### config.mk
export PLATFORM = sky130hd
export DESIGN_NAME = async_serial_interface
export DESIGN_NICKNAME = d
export VERILOG_FILES = /design/src/core/async_serial_pkg.sv /design/src/core/async_serial_interface.sv
export VERILOG_INCLUDE_DIRS = /design/src /design/src/core
export SDC_FILE = /design/constraint.sdc
export NUM_CORES = 1
export LEC_CHECK = 0
export ABC_AREA = 0
export BUFFER_PORTS_ARGS = -buffer_cell sky130_fd_sc_hd__buf_2
export CAP_MARGIN = 15
export CORE_ASPECT_RATIO = 0.75
export CORE_MARGIN = 3
export CORE_UTILIZATION = 43
export CTS_CLUSTER_SIZE = 10
export DETAILED_ROUTE_END_ITERATION = 10
export GPL_TIMING_DRIVEN = 0
export PLACE_DENSITY = 0.64
export SLEW_MARGIN = 10
export SYNTH_ARGS = -nofsm -noshare
export SYNTH_HDL_FRONTEND = slang
export SYNTH_SLANG_ARGS = --single-unit
### constraint.sdc
create_clock -name core_clk -period 5.3 [get_ports core_clk]
set_input_delay 0.265 -clock core_clk [delete_from_list [all_inputs] [get_ports core_clk]]
set_output_delay 0.265 -clock core_clk [all_outputs]
set_load 0.02 [all_outputs]
### src/core/async_serial_defines.svh
// constants for the asynchronous serial interface: offsets, fields, reset values, timing
`ifndef ASYNC_SERIAL_DEFINES_SVH
`define ASYNC_SERIAL_DEFINES_SVH
`define OFF_STAT      12'h000
`define OFF_DATA      12'h004
`define OFF_CTL_ONE   12'h008
`define OFF_CTL_TWO   12'h00c
`define OFF_BAUD      12'h010
`define STAT_RESET    8'hc0
`define STAT_TXE_BIT  7
`define STAT_DONE_BIT 6
`define C1_RXNINTH    7
`define C1_TXNINTH    6
`define C1_NINEBIT    4
`define C2_TXE_IE     7
`define C2_DONE_IE    6
`define C2_RX_IE      5
`define C2_IDLE_IE    4
`define C2_TX_ON      3
`define C2_RX_ON      2
`define C2_BREAK      0
`define CLK_PER_BIT   32
`define OVS           16
`define OVS_HALF      4'h7
`define OVS_LAST      4'hf
`define LEN8          4'ha
`define LEN9          4'hb
`endif

### src/core/async_serial_pkg.sv
// types shared by the asynchronous serial interface
package async_serial_pkg;
    // apb request from the master
    typedef struct packed {
        logic        psel;
        logic        penable;
        logic        pwrite;
        logic [11:0] paddr;
        logic [31:0] pwdata;
    } apb_req_t;
    // receiver sequencing
    typedef enum logic [2:0] {
        RX_HUNT  = 3'b001,
        RX_START = 3'b010,
        RX_DATA  = 3'b100
    } rx_state_t;
    // whole block state
    typedef struct packed {
        logic [7:0]  ctlTwo;   // enables and break
        logic        txNinth;  // ninth bit to send
        logic        nineBit;  // word length select
        logic [7:0]  baud;     // [1:0] prescale, [4:2] tx div, [7:5] rx div
        logic        txEmpty;
        logic        txDone;
        logic        rxFull;
        logic        idleFlag;
        logic        overrun;
        logic        noise;
        logic        framing;
        logic        statRead; // status read awaiting data access
        logic [7:0]  rxHold;
        logic        rxNinth;
        logic [8:0]  txHold;
        logic [15:0] txDiv;
        logic        txBusy;
        logic [10:0] txSh;
        logic [3:0]  txLeft;
        logic        txExtra;  // current frame is the post-break one bit
        logic        txOnPrev;
        logic        idlePend;
        logic        wasBreak;
        logic        txPin;
        logic        txOeN;
        logic [15:0] rxDiv;
        rx_state_t   rxSt;
        logic [3:0]  rxPh;
        logic [3:0]  rxIdx;
        logic [1:0]  rxSmp;
        logic [8:0]  rxSh;
        logic        rxNoise;
        logic [7:0]  idleCnt;
        logic        idleArmed;
        logic [31:0] prdata;
        logic        pready;
        logic        pslverr;
        logic        irq;
    } state_t;
endpackage

### src/core/async_serial_interface.sv
// asynchronous serial interface with apb register access
// How it works
// - word length eight or nine bits
// - start low, stop high, lsb first
// - idle frame is one frame of ones
// - extra high bit after last break
// - separate tx and rx baud generators
// - ninth transmit bit from tx_ninth
// - tx_on claims pin, sends idle first
// - status then data write clears tx flags
// - write while busy waits in holding buffer
// - write while idle starts at once
// - tx_done at frame end, optional interrupt
// - interrupt while buffer empty and enabled
// - break frames while break control set
// - tx_on toggle: idle frame, drop held data
// - receive lsb first, ninth to rx_ninth
// - rx_on starts start bit search
// - completed character fills rx buffer
// - status then data read clears rx_full
// - idle line acts as received character
// - overrun keeps buffer, flags, interrupts
// - majority sampling flags noise, no interrupt
// - bad stop or break sets framing flag
// - baud is clock over 32, prescale, divisor
//
// Added by the designer: the APB interface to the registers and the address map.
`include "async_serial_defines.svh"
module async_serial_interface (
    // clock and reset
    input  wire logic                      core_clk,
    input  wire logic                      resetn,
    // apb slave
    input  wire async_serial_pkg::apb_req_t apbReq,
    output logic                           pready,
    output logic [31:0]                    prdata,
    output logic                           pslverr,
    // cpu global interrupt mask, high masks
    input  wire logic                      irqMask,
    output logic                           irqReq,
    // serial pins
    output logic                           txPin,
    output logic                           txOeN,
    input  wire logic                      rxPin
);
    import async_serial_pkg::*;

    state_t     s;          // registered state
    state_t     n;          // next state
    logic [1:0] rstPipe_ff; // reset release synchroniser
    logic       rstn;       // synchronised reset

    // prescale multiplier from its two-bit select
    function automatic logic [3:0] preMul(input logic [1:0] sel);
        unique case (sel)
            2'h0: preMul = 4'h1;
            2'h1: preMul = 4'h3;
            2'h2: preMul = 4'h4;
            default: preMul = 4'hd;
        endcase
    endfunction

    // clocks per tick minus one: per-bit base scaled by prescale and power of two
    function automatic logic [15:0] tickLim(input logic [1:0] pr, input logic [2:0] dv,
                                            input logic [5:0] base);
        // widen first: a six-bit product would wrap before the shift
        tickLim = ((16'(base) * 16'(preMul(pr))) << dv) - 16'h1;
    endfunction

    // address match for the register map
    function automatic logic hit(input logic [11:0] a, input logic [11:0] off);
        hit = (a == off);
    endfunction

    // release reset through two flops; assertion is still immediate
    always_ff @(posedge core_clk or negedge resetn) begin
        if (!resetn) begin
            rstPipe_ff <= 2'h0;
        end else begin
            rstPipe_ff <= {rstPipe_ff[0], 1'b1};
        end
    end
    assign rstn = rstPipe_ff[1];

    logic       setupCyc;  // apb setup phase
    logic       accCyc;    // apb access completes this edge
    logic       dataWr;    // accepted data port write
    logic       dataRd;    // accepted data port read
    logic       txOn;      // transmitter enable
    logic       rxOn;      // receiver enable
    logic       txTick;    // one tx bit period elapsed
    logic       rxTick;    // one rx oversample elapsed
    logic       choose;    // pick the next tx frame now
    logic [3:0] frameLen;  // bits per frame incl. start and stop
    logic [3:0] dataBits;  // data bits per frame
    logic       bitVal;    // majority of three samples
    logic [10:0] nxtFrame; // frame being loaded

    assign setupCyc = apbReq.psel && !apbReq.penable;
    assign accCyc   = apbReq.psel && apbReq.penable && s.pready;
    assign dataWr   = accCyc && apbReq.pwrite && hit(apbReq.paddr, `OFF_DATA);
    assign dataRd   = accCyc && !apbReq.pwrite && hit(apbReq.paddr, `OFF_DATA);
    assign txOn     = s.ctlTwo[`C2_TX_ON];
    assign rxOn     = s.ctlTwo[`C2_RX_ON];
    assign txTick   = s.txBusy && (s.txDiv == 16'h0);
    assign rxTick   = rxOn && (s.rxDiv == 16'h0);
    assign choose   = !s.txBusy || (txTick && (s.txLeft == 4'h0));
    assign frameLen = s.nineBit ? `LEN9 : `LEN8;
    assign dataBits = frameLen - 4'h2;
    assign bitVal   = (s.rxSmp[1] & s.rxSmp[0]) | (s.rxSmp[1] & rxPin) | (s.rxSmp[0] & rxPin);

    // next-state logic for bus, transmitter and receiver
    always_comb begin
        n = s;
        nxtFrame = 11'h0;
        // apb: answer one cycle after setup, read data captured then
        n.pready = setupCyc;
        if (setupCyc) begin
            n.pslverr = 1'b0;
            n.prdata  = 32'h0;
            if (hit(apbReq.paddr, `OFF_STAT)) begin
                n.prdata[7:0] = {s.txEmpty, s.txDone, s.rxFull, s.idleFlag,
                                 s.overrun, s.noise, s.framing, 1'b0};
            end else if (hit(apbReq.paddr, `OFF_DATA)) begin
                n.prdata[7:0] = s.rxHold;
            end else if (hit(apbReq.paddr, `OFF_CTL_ONE)) begin
                n.prdata[`C1_RXNINTH] = s.rxNinth;
                n.prdata[`C1_TXNINTH] = s.txNinth;
                n.prdata[`C1_NINEBIT] = s.nineBit;
            end else if (hit(apbReq.paddr, `OFF_CTL_TWO)) begin
                n.prdata[7:0] = s.ctlTwo;
            end else if (hit(apbReq.paddr, `OFF_BAUD)) begin
                n.prdata[7:0] = s.baud;
            end else begin
                n.pslverr = 1'b1; // unmapped
            end
        end
        if (accCyc) begin
            n.statRead = !apbReq.pwrite && hit(apbReq.paddr, `OFF_STAT) ? 1'b1 :
                         (hit(apbReq.paddr, `OFF_DATA) ? 1'b0 : s.statRead);
        end
        if (accCyc && apbReq.pwrite) begin
            if (hit(apbReq.paddr, `OFF_CTL_ONE)) begin
                n.txNinth = apbReq.pwdata[`C1_TXNINTH];
                n.nineBit = apbReq.pwdata[`C1_NINEBIT];
            end
            if (hit(apbReq.paddr, `OFF_CTL_TWO)) begin
                n.ctlTwo = apbReq.pwdata[7:0];
            end
            if (hit(apbReq.paddr, `OFF_BAUD)) begin
                n.baud = apbReq.pwdata[7:0];
            end
        end
        // ordered access clears tx flags; hardware sets below win
        if (dataWr) begin
            n.txHold = {s.txNinth, apbReq.pwdata[7:0]};
            if (s.statRead) begin
                n.txEmpty = 1'b0;
                n.txDone  = 1'b0;
            end
        end
        if (dataRd && s.statRead) begin
            n.rxFull   = 1'b0;
            n.idleFlag = 1'b0;
            n.overrun  = 1'b0;
            n.noise    = 1'b0;
            n.framing  = 1'b0;
        end

        n.txDiv = !s.txBusy ? 16'h0 :
                  (txTick ? tickLim(s.baud[1:0], s.baud[4:2], 6'(`CLK_PER_BIT))
                          : s.txDiv - 16'h1);
        // enable edge queues idle, drops held word
        n.txOnPrev = txOn;
        if (txOn && !s.txOnPrev) begin
            n.idlePend = 1'b1;
            n.txEmpty  = 1'b1;
        end
        if (s.txBusy && choose && !s.txExtra) begin
            n.txDone = 1'b1;
        end
        if (choose) begin
            n.txBusy  = 1'b1;
            n.txExtra = 1'b0;
            n.txLeft  = frameLen;
            if (!txOn) begin
                n.txBusy = 1'b0;
            end else if (n.idlePend) begin
                nxtFrame   = '1;
                n.idlePend = 1'b0;
            end else if (s.ctlTwo[`C2_BREAK]) begin
                nxtFrame   = 11'h0;
                n.wasBreak = 1'b1;
            end else if (s.wasBreak) begin
                nxtFrame   = '1;
                n.txLeft   = 4'h1;
                n.txExtra  = 1'b1;
                n.wasBreak = 1'b0;
            end else if (!n.txEmpty || (dataWr && !s.txBusy)) begin
                // start 0, data lsb first, ninth, stop 1
                nxtFrame  = s.nineBit ? {1'b1, n.txHold, 1'b0}
                                      : {2'b11, n.txHold[7:0], 1'b0};
                n.txEmpty = 1'b1;
            end else begin
                n.txBusy = 1'b0;
            end
            n.txSh = nxtFrame;
        end
        // shift one bit out per tick; a frame chosen on a tick starts at once,
        // otherwise the last bit of every frame would stand two bit times
        if (txTick && n.txBusy && n.txLeft != 4'h0) begin
            n.txPin  = n.txSh[0];
            n.txSh   = {1'b1, n.txSh[10:1]};
            n.txLeft = n.txLeft - 4'h1;
        end
        if (!n.txBusy) begin
            n.txPin = 1'b1;
        end
        // pin belongs to the serial function while enabled or sending
        n.txOeN = !(txOn || n.txBusy);

        // rx oversample timer, sixteen per bit
        n.rxDiv = !rxOn ? 16'h0 :
                  (rxTick ? tickLim(s.baud[1:0], s.baud[7:5], 6'(`CLK_PER_BIT / `OVS))
                          : s.rxDiv - 16'h1);
        if (rxTick) begin
            n.rxSmp = {s.rxSmp[0], rxPin};
            unique case (s.rxSt)
                RX_HUNT: begin
                    if (!rxPin) begin
                        n.rxSt    = RX_START;
                        n.rxPh    = 4'h0;
                        n.idleCnt = 8'h0;
                    end else if (s.idleCnt == 8'(frameLen * `OVS) - 8'h1) begin
                        // full frame of ones after a character
                        if (s.idleArmed) begin
                            n.idleFlag  = 1'b1;
                            n.rxFull    = 1'b1;
                            n.idleArmed = 1'b0;
                        end
                    end else begin
                        n.idleCnt = s.idleCnt + 8'h1;
                    end
                end
                RX_START: begin
                    // confirm start at mid bit, else treat as glitch
                    n.rxPh = s.rxPh + 4'h1;
                    if (s.rxPh == `OVS_HALF) begin
                        n.rxSt    = rxPin ? RX_HUNT : RX_DATA;
                        n.rxPh    = 4'h0;
                        n.rxIdx   = 4'h0;
                        n.rxNoise = 1'b0;
                    end
                end
                RX_DATA: begin
                    n.rxPh = s.rxPh + 4'h1;
                    if (s.rxPh == `OVS_LAST) begin
                        if ((s.rxSmp != {2{rxPin}})) begin
                            n.rxNoise = 1'b1;
                        end
                        n.rxIdx = s.rxIdx + 4'h1;
                        if (s.rxIdx < dataBits) begin
                            // lsb first into top of shifter
                            n.rxSh = {bitVal, s.rxSh[8:1]};
                        end else begin
                            n.rxSt    = RX_HUNT;
                            n.idleCnt = 8'h0;
                            if (s.rxFull) begin
                                n.overrun = 1'b1;
                            end else begin
                                n.rxHold    = s.nineBit ? s.rxSh[7:0] : s.rxSh[8:1];
                                n.rxNinth   = s.nineBit ? s.rxSh[8] : s.rxNinth;
                                n.rxFull    = 1'b1;
                                n.idleArmed = 1'b1;
                                n.noise     = n.rxNoise;
                                n.framing   = !bitVal;
                            end
                        end
                    end
                end
            endcase
        end
        // disabled receiver rests hunting with flags cleared
        if (!rxOn) begin
            n.rxSt     = RX_HUNT;
            n.idleCnt  = 8'h0;
            n.rxFull   = 1'b0;
            n.idleFlag = 1'b0;
            n.overrun  = 1'b0;
            n.noise    = 1'b0;
            n.framing  = 1'b0;
        end
        // enabled events, gated by cpu mask
        n.irq = !irqMask &&
                ((s.ctlTwo[`C2_TXE_IE] && n.txEmpty) || (s.ctlTwo[`C2_DONE_IE] && n.txDone) ||
                 (s.ctlTwo[`C2_RX_IE] && (n.rxFull || n.overrun)) ||
                 (s.ctlTwo[`C2_IDLE_IE] && n.idleFlag));
    end

    // single state register; status resets with tx buffer empty and done
    always_ff @(posedge core_clk or negedge rstn) begin
        if (!rstn) begin
            s         <= '0;
            s.txEmpty <= 1'(`STAT_RESET >> `STAT_TXE_BIT);
            s.txDone  <= 1'(`STAT_RESET >> `STAT_DONE_BIT);
            s.txPin   <= 1'b1;
            s.txOeN   <= 1'b1;
            s.rxSt    <= RX_HUNT;
        end else begin
            s <= n;
        end
    end

    assign pready  = s.pready;
    assign prdata  = s.prdata;
    assign pslverr = s.pslverr;
    assign irqReq  = s.irq;
    assign txPin   = s.txPin;
    assign txOeN   = s.txOeN;
endmodule

==> impl_metrics.json <==
{
  "min_from": "apbReq[44]",
  "grt_pass1_vias": 6340,
  "drv_slew": 0,
  "max_freq_ghz": 0.278,
  "path_max_fanout": 10,
  "num-fill-cells": 1703,
  "syn_area_um2": 8130,
  "p_clk_share_pct": 47.0,
  "cts-resized-gates": 0,
  "dp_hpwl_um": 14800,
  "rows": 42,
  "grt_usage_pct": 20.3,
  "r2r_slack_ns": 1.70,
  "cp_cell_sequence": "nor4_1 > nand3_1 > o31ai_1 > buf_2 > a22oi_1 > ha_1 > and2_1 > a311oi_1 > buf_4 > mux2i_1 > o21ai_1",
  "cap_viol_max_count": 0,
  "p_seq_share_pct": 45.8,
  "drtPass1Iterations": 5,
  "tns_ns": 0,
  "final_util_pct": 51.9,
  "swShare_pct": 24.4,
  "portBuffers": 37,
  "clk_pin_slew_worst_paths_ns": 0.06,
  "cts.sinks": 143,
  "drt_iter0_markers": 660,
  "antenna_cells": 0,
  "finalCriticalPeriod_ns": 3.60,
  "drc": 0,
  "ys_types": 80,
  "ys_top_cells_by_area": "dfrtp_1, mux2i_1, a21oi_1",
  "post_drt_via_cell_ratio": 5.47,
  "grt_pass1_wl_um": 33600,
  "grt_max_degree": 60,
  "synth-main-ff-cell": "dfrtp_1",
  "rr_worst_depth": 11,
  "leakage_nw": 4.19,
  "setup_slack_ns": 1.70,
  "synthToLayoutAreaGrowth_pct": 15.3,
  "yosysTopAreaCellShare_pct": 42.5,
  "gr-total-overflow": 0,
  "post-route-period-util_pct": 68.0,
  "place_ws_ns": 1.83,
  "grt_setup_unrepaired": "no",
  "crit_type": "reg2reg",
  "drtAntennaViolNets": 0,
  "hold_end": "s[139]",
  "worst_ep_arrival_time_ns": 3.91,
  "stdcell_count": 1224,
  "fin_skew_ns": 0.0134,
  "power_density_nw_per_um2": 271,
  "syn_area_per_cell_um2": 9.18,
  "ys_seq_area_share_pct": 44.1,
  "htreeDepth": 4,
  "pin_count": 88,
  "synth-seq-cells": 143,
  "crit_path_end_kind": "register",
  "ir_drop_v": 0.000216,
  "nets": 1028,
  "p_int_mw": 1.92,
  "antenna_found_initial": 0,
  "start_util_pct": 45.0,
  "r2r-start": "s[112]",
  "yosysWarnings": 0,
  "mostFrequentLayoutCells": "dfrtp_1, nand2_1, nor2_1, a21oi_1, o21ai_0",
  "dp.cells": 1190,
  "r2r-end": "s[97]",
  "root_buffer": "clkbuf_16",
  "clock_latency_ns": 0.43,
  "layout_commonest_cell": "dfrtp_1",
  "clk_path_buf_depth": 2,
  "place.gp.congestion": 0.903,
  "wl_per_cell_um": 16.5,
  "ys_async_sr_fraction_pct": 100,
  "cts_hold_buffers": 2,
  "hold_viol": 0,
  "setup_viol": 0,
  "yosysTopAreaCell": "dfrtp_1",
  "status": "complete, no violations",
  "hold_depth": 2,
  "power_mw": 2.54,
  "p_sw_mw": 0.619,
  "drive_above_1_share_pct": 16.7,
  "cp_slowest_stage_delay_ns": 0.53,
  "p_comb_share_pct": 7.2,
  "drt-total-wl_um": 20200,
  "startpoint_type": "register",
  "worst_pin_slew_ns": 0.815,
  "syn_inst": 886,
  "die_area_um2": 20600,
  "worstPathRequired_ns": 5.61,
  "die_h_um": 125,
  "fp.dieW_um": 165,
  "synth_edf_count": 0,
  "worstHoldPathType": "in2reg",
  "vias": 6699,
  "cp_slowest_cell": "nor4_1",
  "postCtsSetupRepairBufs": 0,
  "core_um2": 18100,
  "cts_buffers": 17,
  "slew_headroom_pct": 44.2,
  "cts_tree": "built"
}
## sequential cells by signal, summed over array words and instances (netlist names)
name / count
s: 126
prdata: 8
rstPipe_ff: 2
irqReq: 1
n: 1
pready: 1
pslverr: 1
rxOn: 1
txOeN: 1
txPin: 1
## metal layers
metal | share of wire [%] | global-route usage [%] | vias up
met2 | 41 | 27.5 | 201
met3 | 6.6 | 4.76 | 18
li1 | - | - | 3311
met1 | 51 | 32.4 | 3169
met5 | 0 | 0 | -
met4 | 1.1 | 5.08 | 0
## how the worst max path moves through the flow
stage | from | endpoint | slack, ns
2_1_floorplan | rstPipe_ff[1] | irqReq | 1.03
3_3_place_gp | rstPipe_ff[1] | s[112] | -0.68
3_5_place_dp | s[112] | s[99] | 1.83
4_1_cts | s[112] | s[97] | 1.81
5_1_grt | s[112] | s[99] | 1.57
6_report | s[112] | s[97] | 1.70
## final cells by class
class | count | area (µm²) | share of cell area (%)
Clock buffer | 20 | 457 | 4.87
Inverter | 30 | 113 | 1.20
Multi-Input combinational cell | 659 | 4080 | 43.5
Timing Repair Buffer | 41 | 260 | 2.78
Tap cell | 242 | 303 | 3.23
Sequential cell | 143 | 3590 | 38.3
Buffer | 77 | 438 | 4.67
Clock inverter | 12 | 135 | 1.44
## power by group through the flow
stage | logic, mW | clock network [mW] | registers (mW)
2_1_floorplan | 0.121 | 0 | 1.18
3_3_place_gp | 0.156 | 0 | 1.20
3_5_place_dp | 0.180 | 0 | 1.18
4_1_cts | 0.181 | 1.21 | 1.16
5_1_grt | 0.204 | 1.27 | 1.17
6_report | 0.182 | 1.19 | 1.16
## Yosys cell counts (16+ instances only)
cell,n
inv_1,29
nand2b_1,18
mux2_2,20
buf_4,34
clkbuf_1,27
mux2i_1,34
nand2_1,81
a31oi_1,16
nor3_1,16
o21ai_1,19
nand3_1,35
dfrtp_1,138
a21oi_1,64
nor2_1,64
o21ai_0,54
## worst max-delay path: cells and delay by family (launching register included)
family          cells  cell delay [ns]
buf+inv             2             0.60
compound gates      4             1.03
fa+ha+maj           1             0.25
simple gates        3             0.97
mux                 1             0.20
flops               1             0.43
## through the flow
step | hold slack (ns) | cell area [µm²]
floorplan | -0.0306 | 8220
global placement | 0.0518 | 8700
detailed placement | 0.0531 | 8760
CTS | 0.114 | 9380
global route | 0.145 | 9380
finish | 0.133 | 9380
## cell families (layout without fill, tap and decap cells)
kind of cell             count (synthesis)  in the layout  share of synthesized area, %
flip-flops                             143            143                          44.1
multiplexers                            54             54                          6.96
XOR/XNOR                                16             16                          1.72
AND/OR/NAND/NOR                        322            322                          21.1
AO/OA/AOI/OAI                          234            234                          18.0
buffers and inverters                  107            180                          6.77
adder cells (fa/ha/maj)                  8              8                          1.23
other                                    2             25                        0.0924
(Power assumes the default switching activity.)
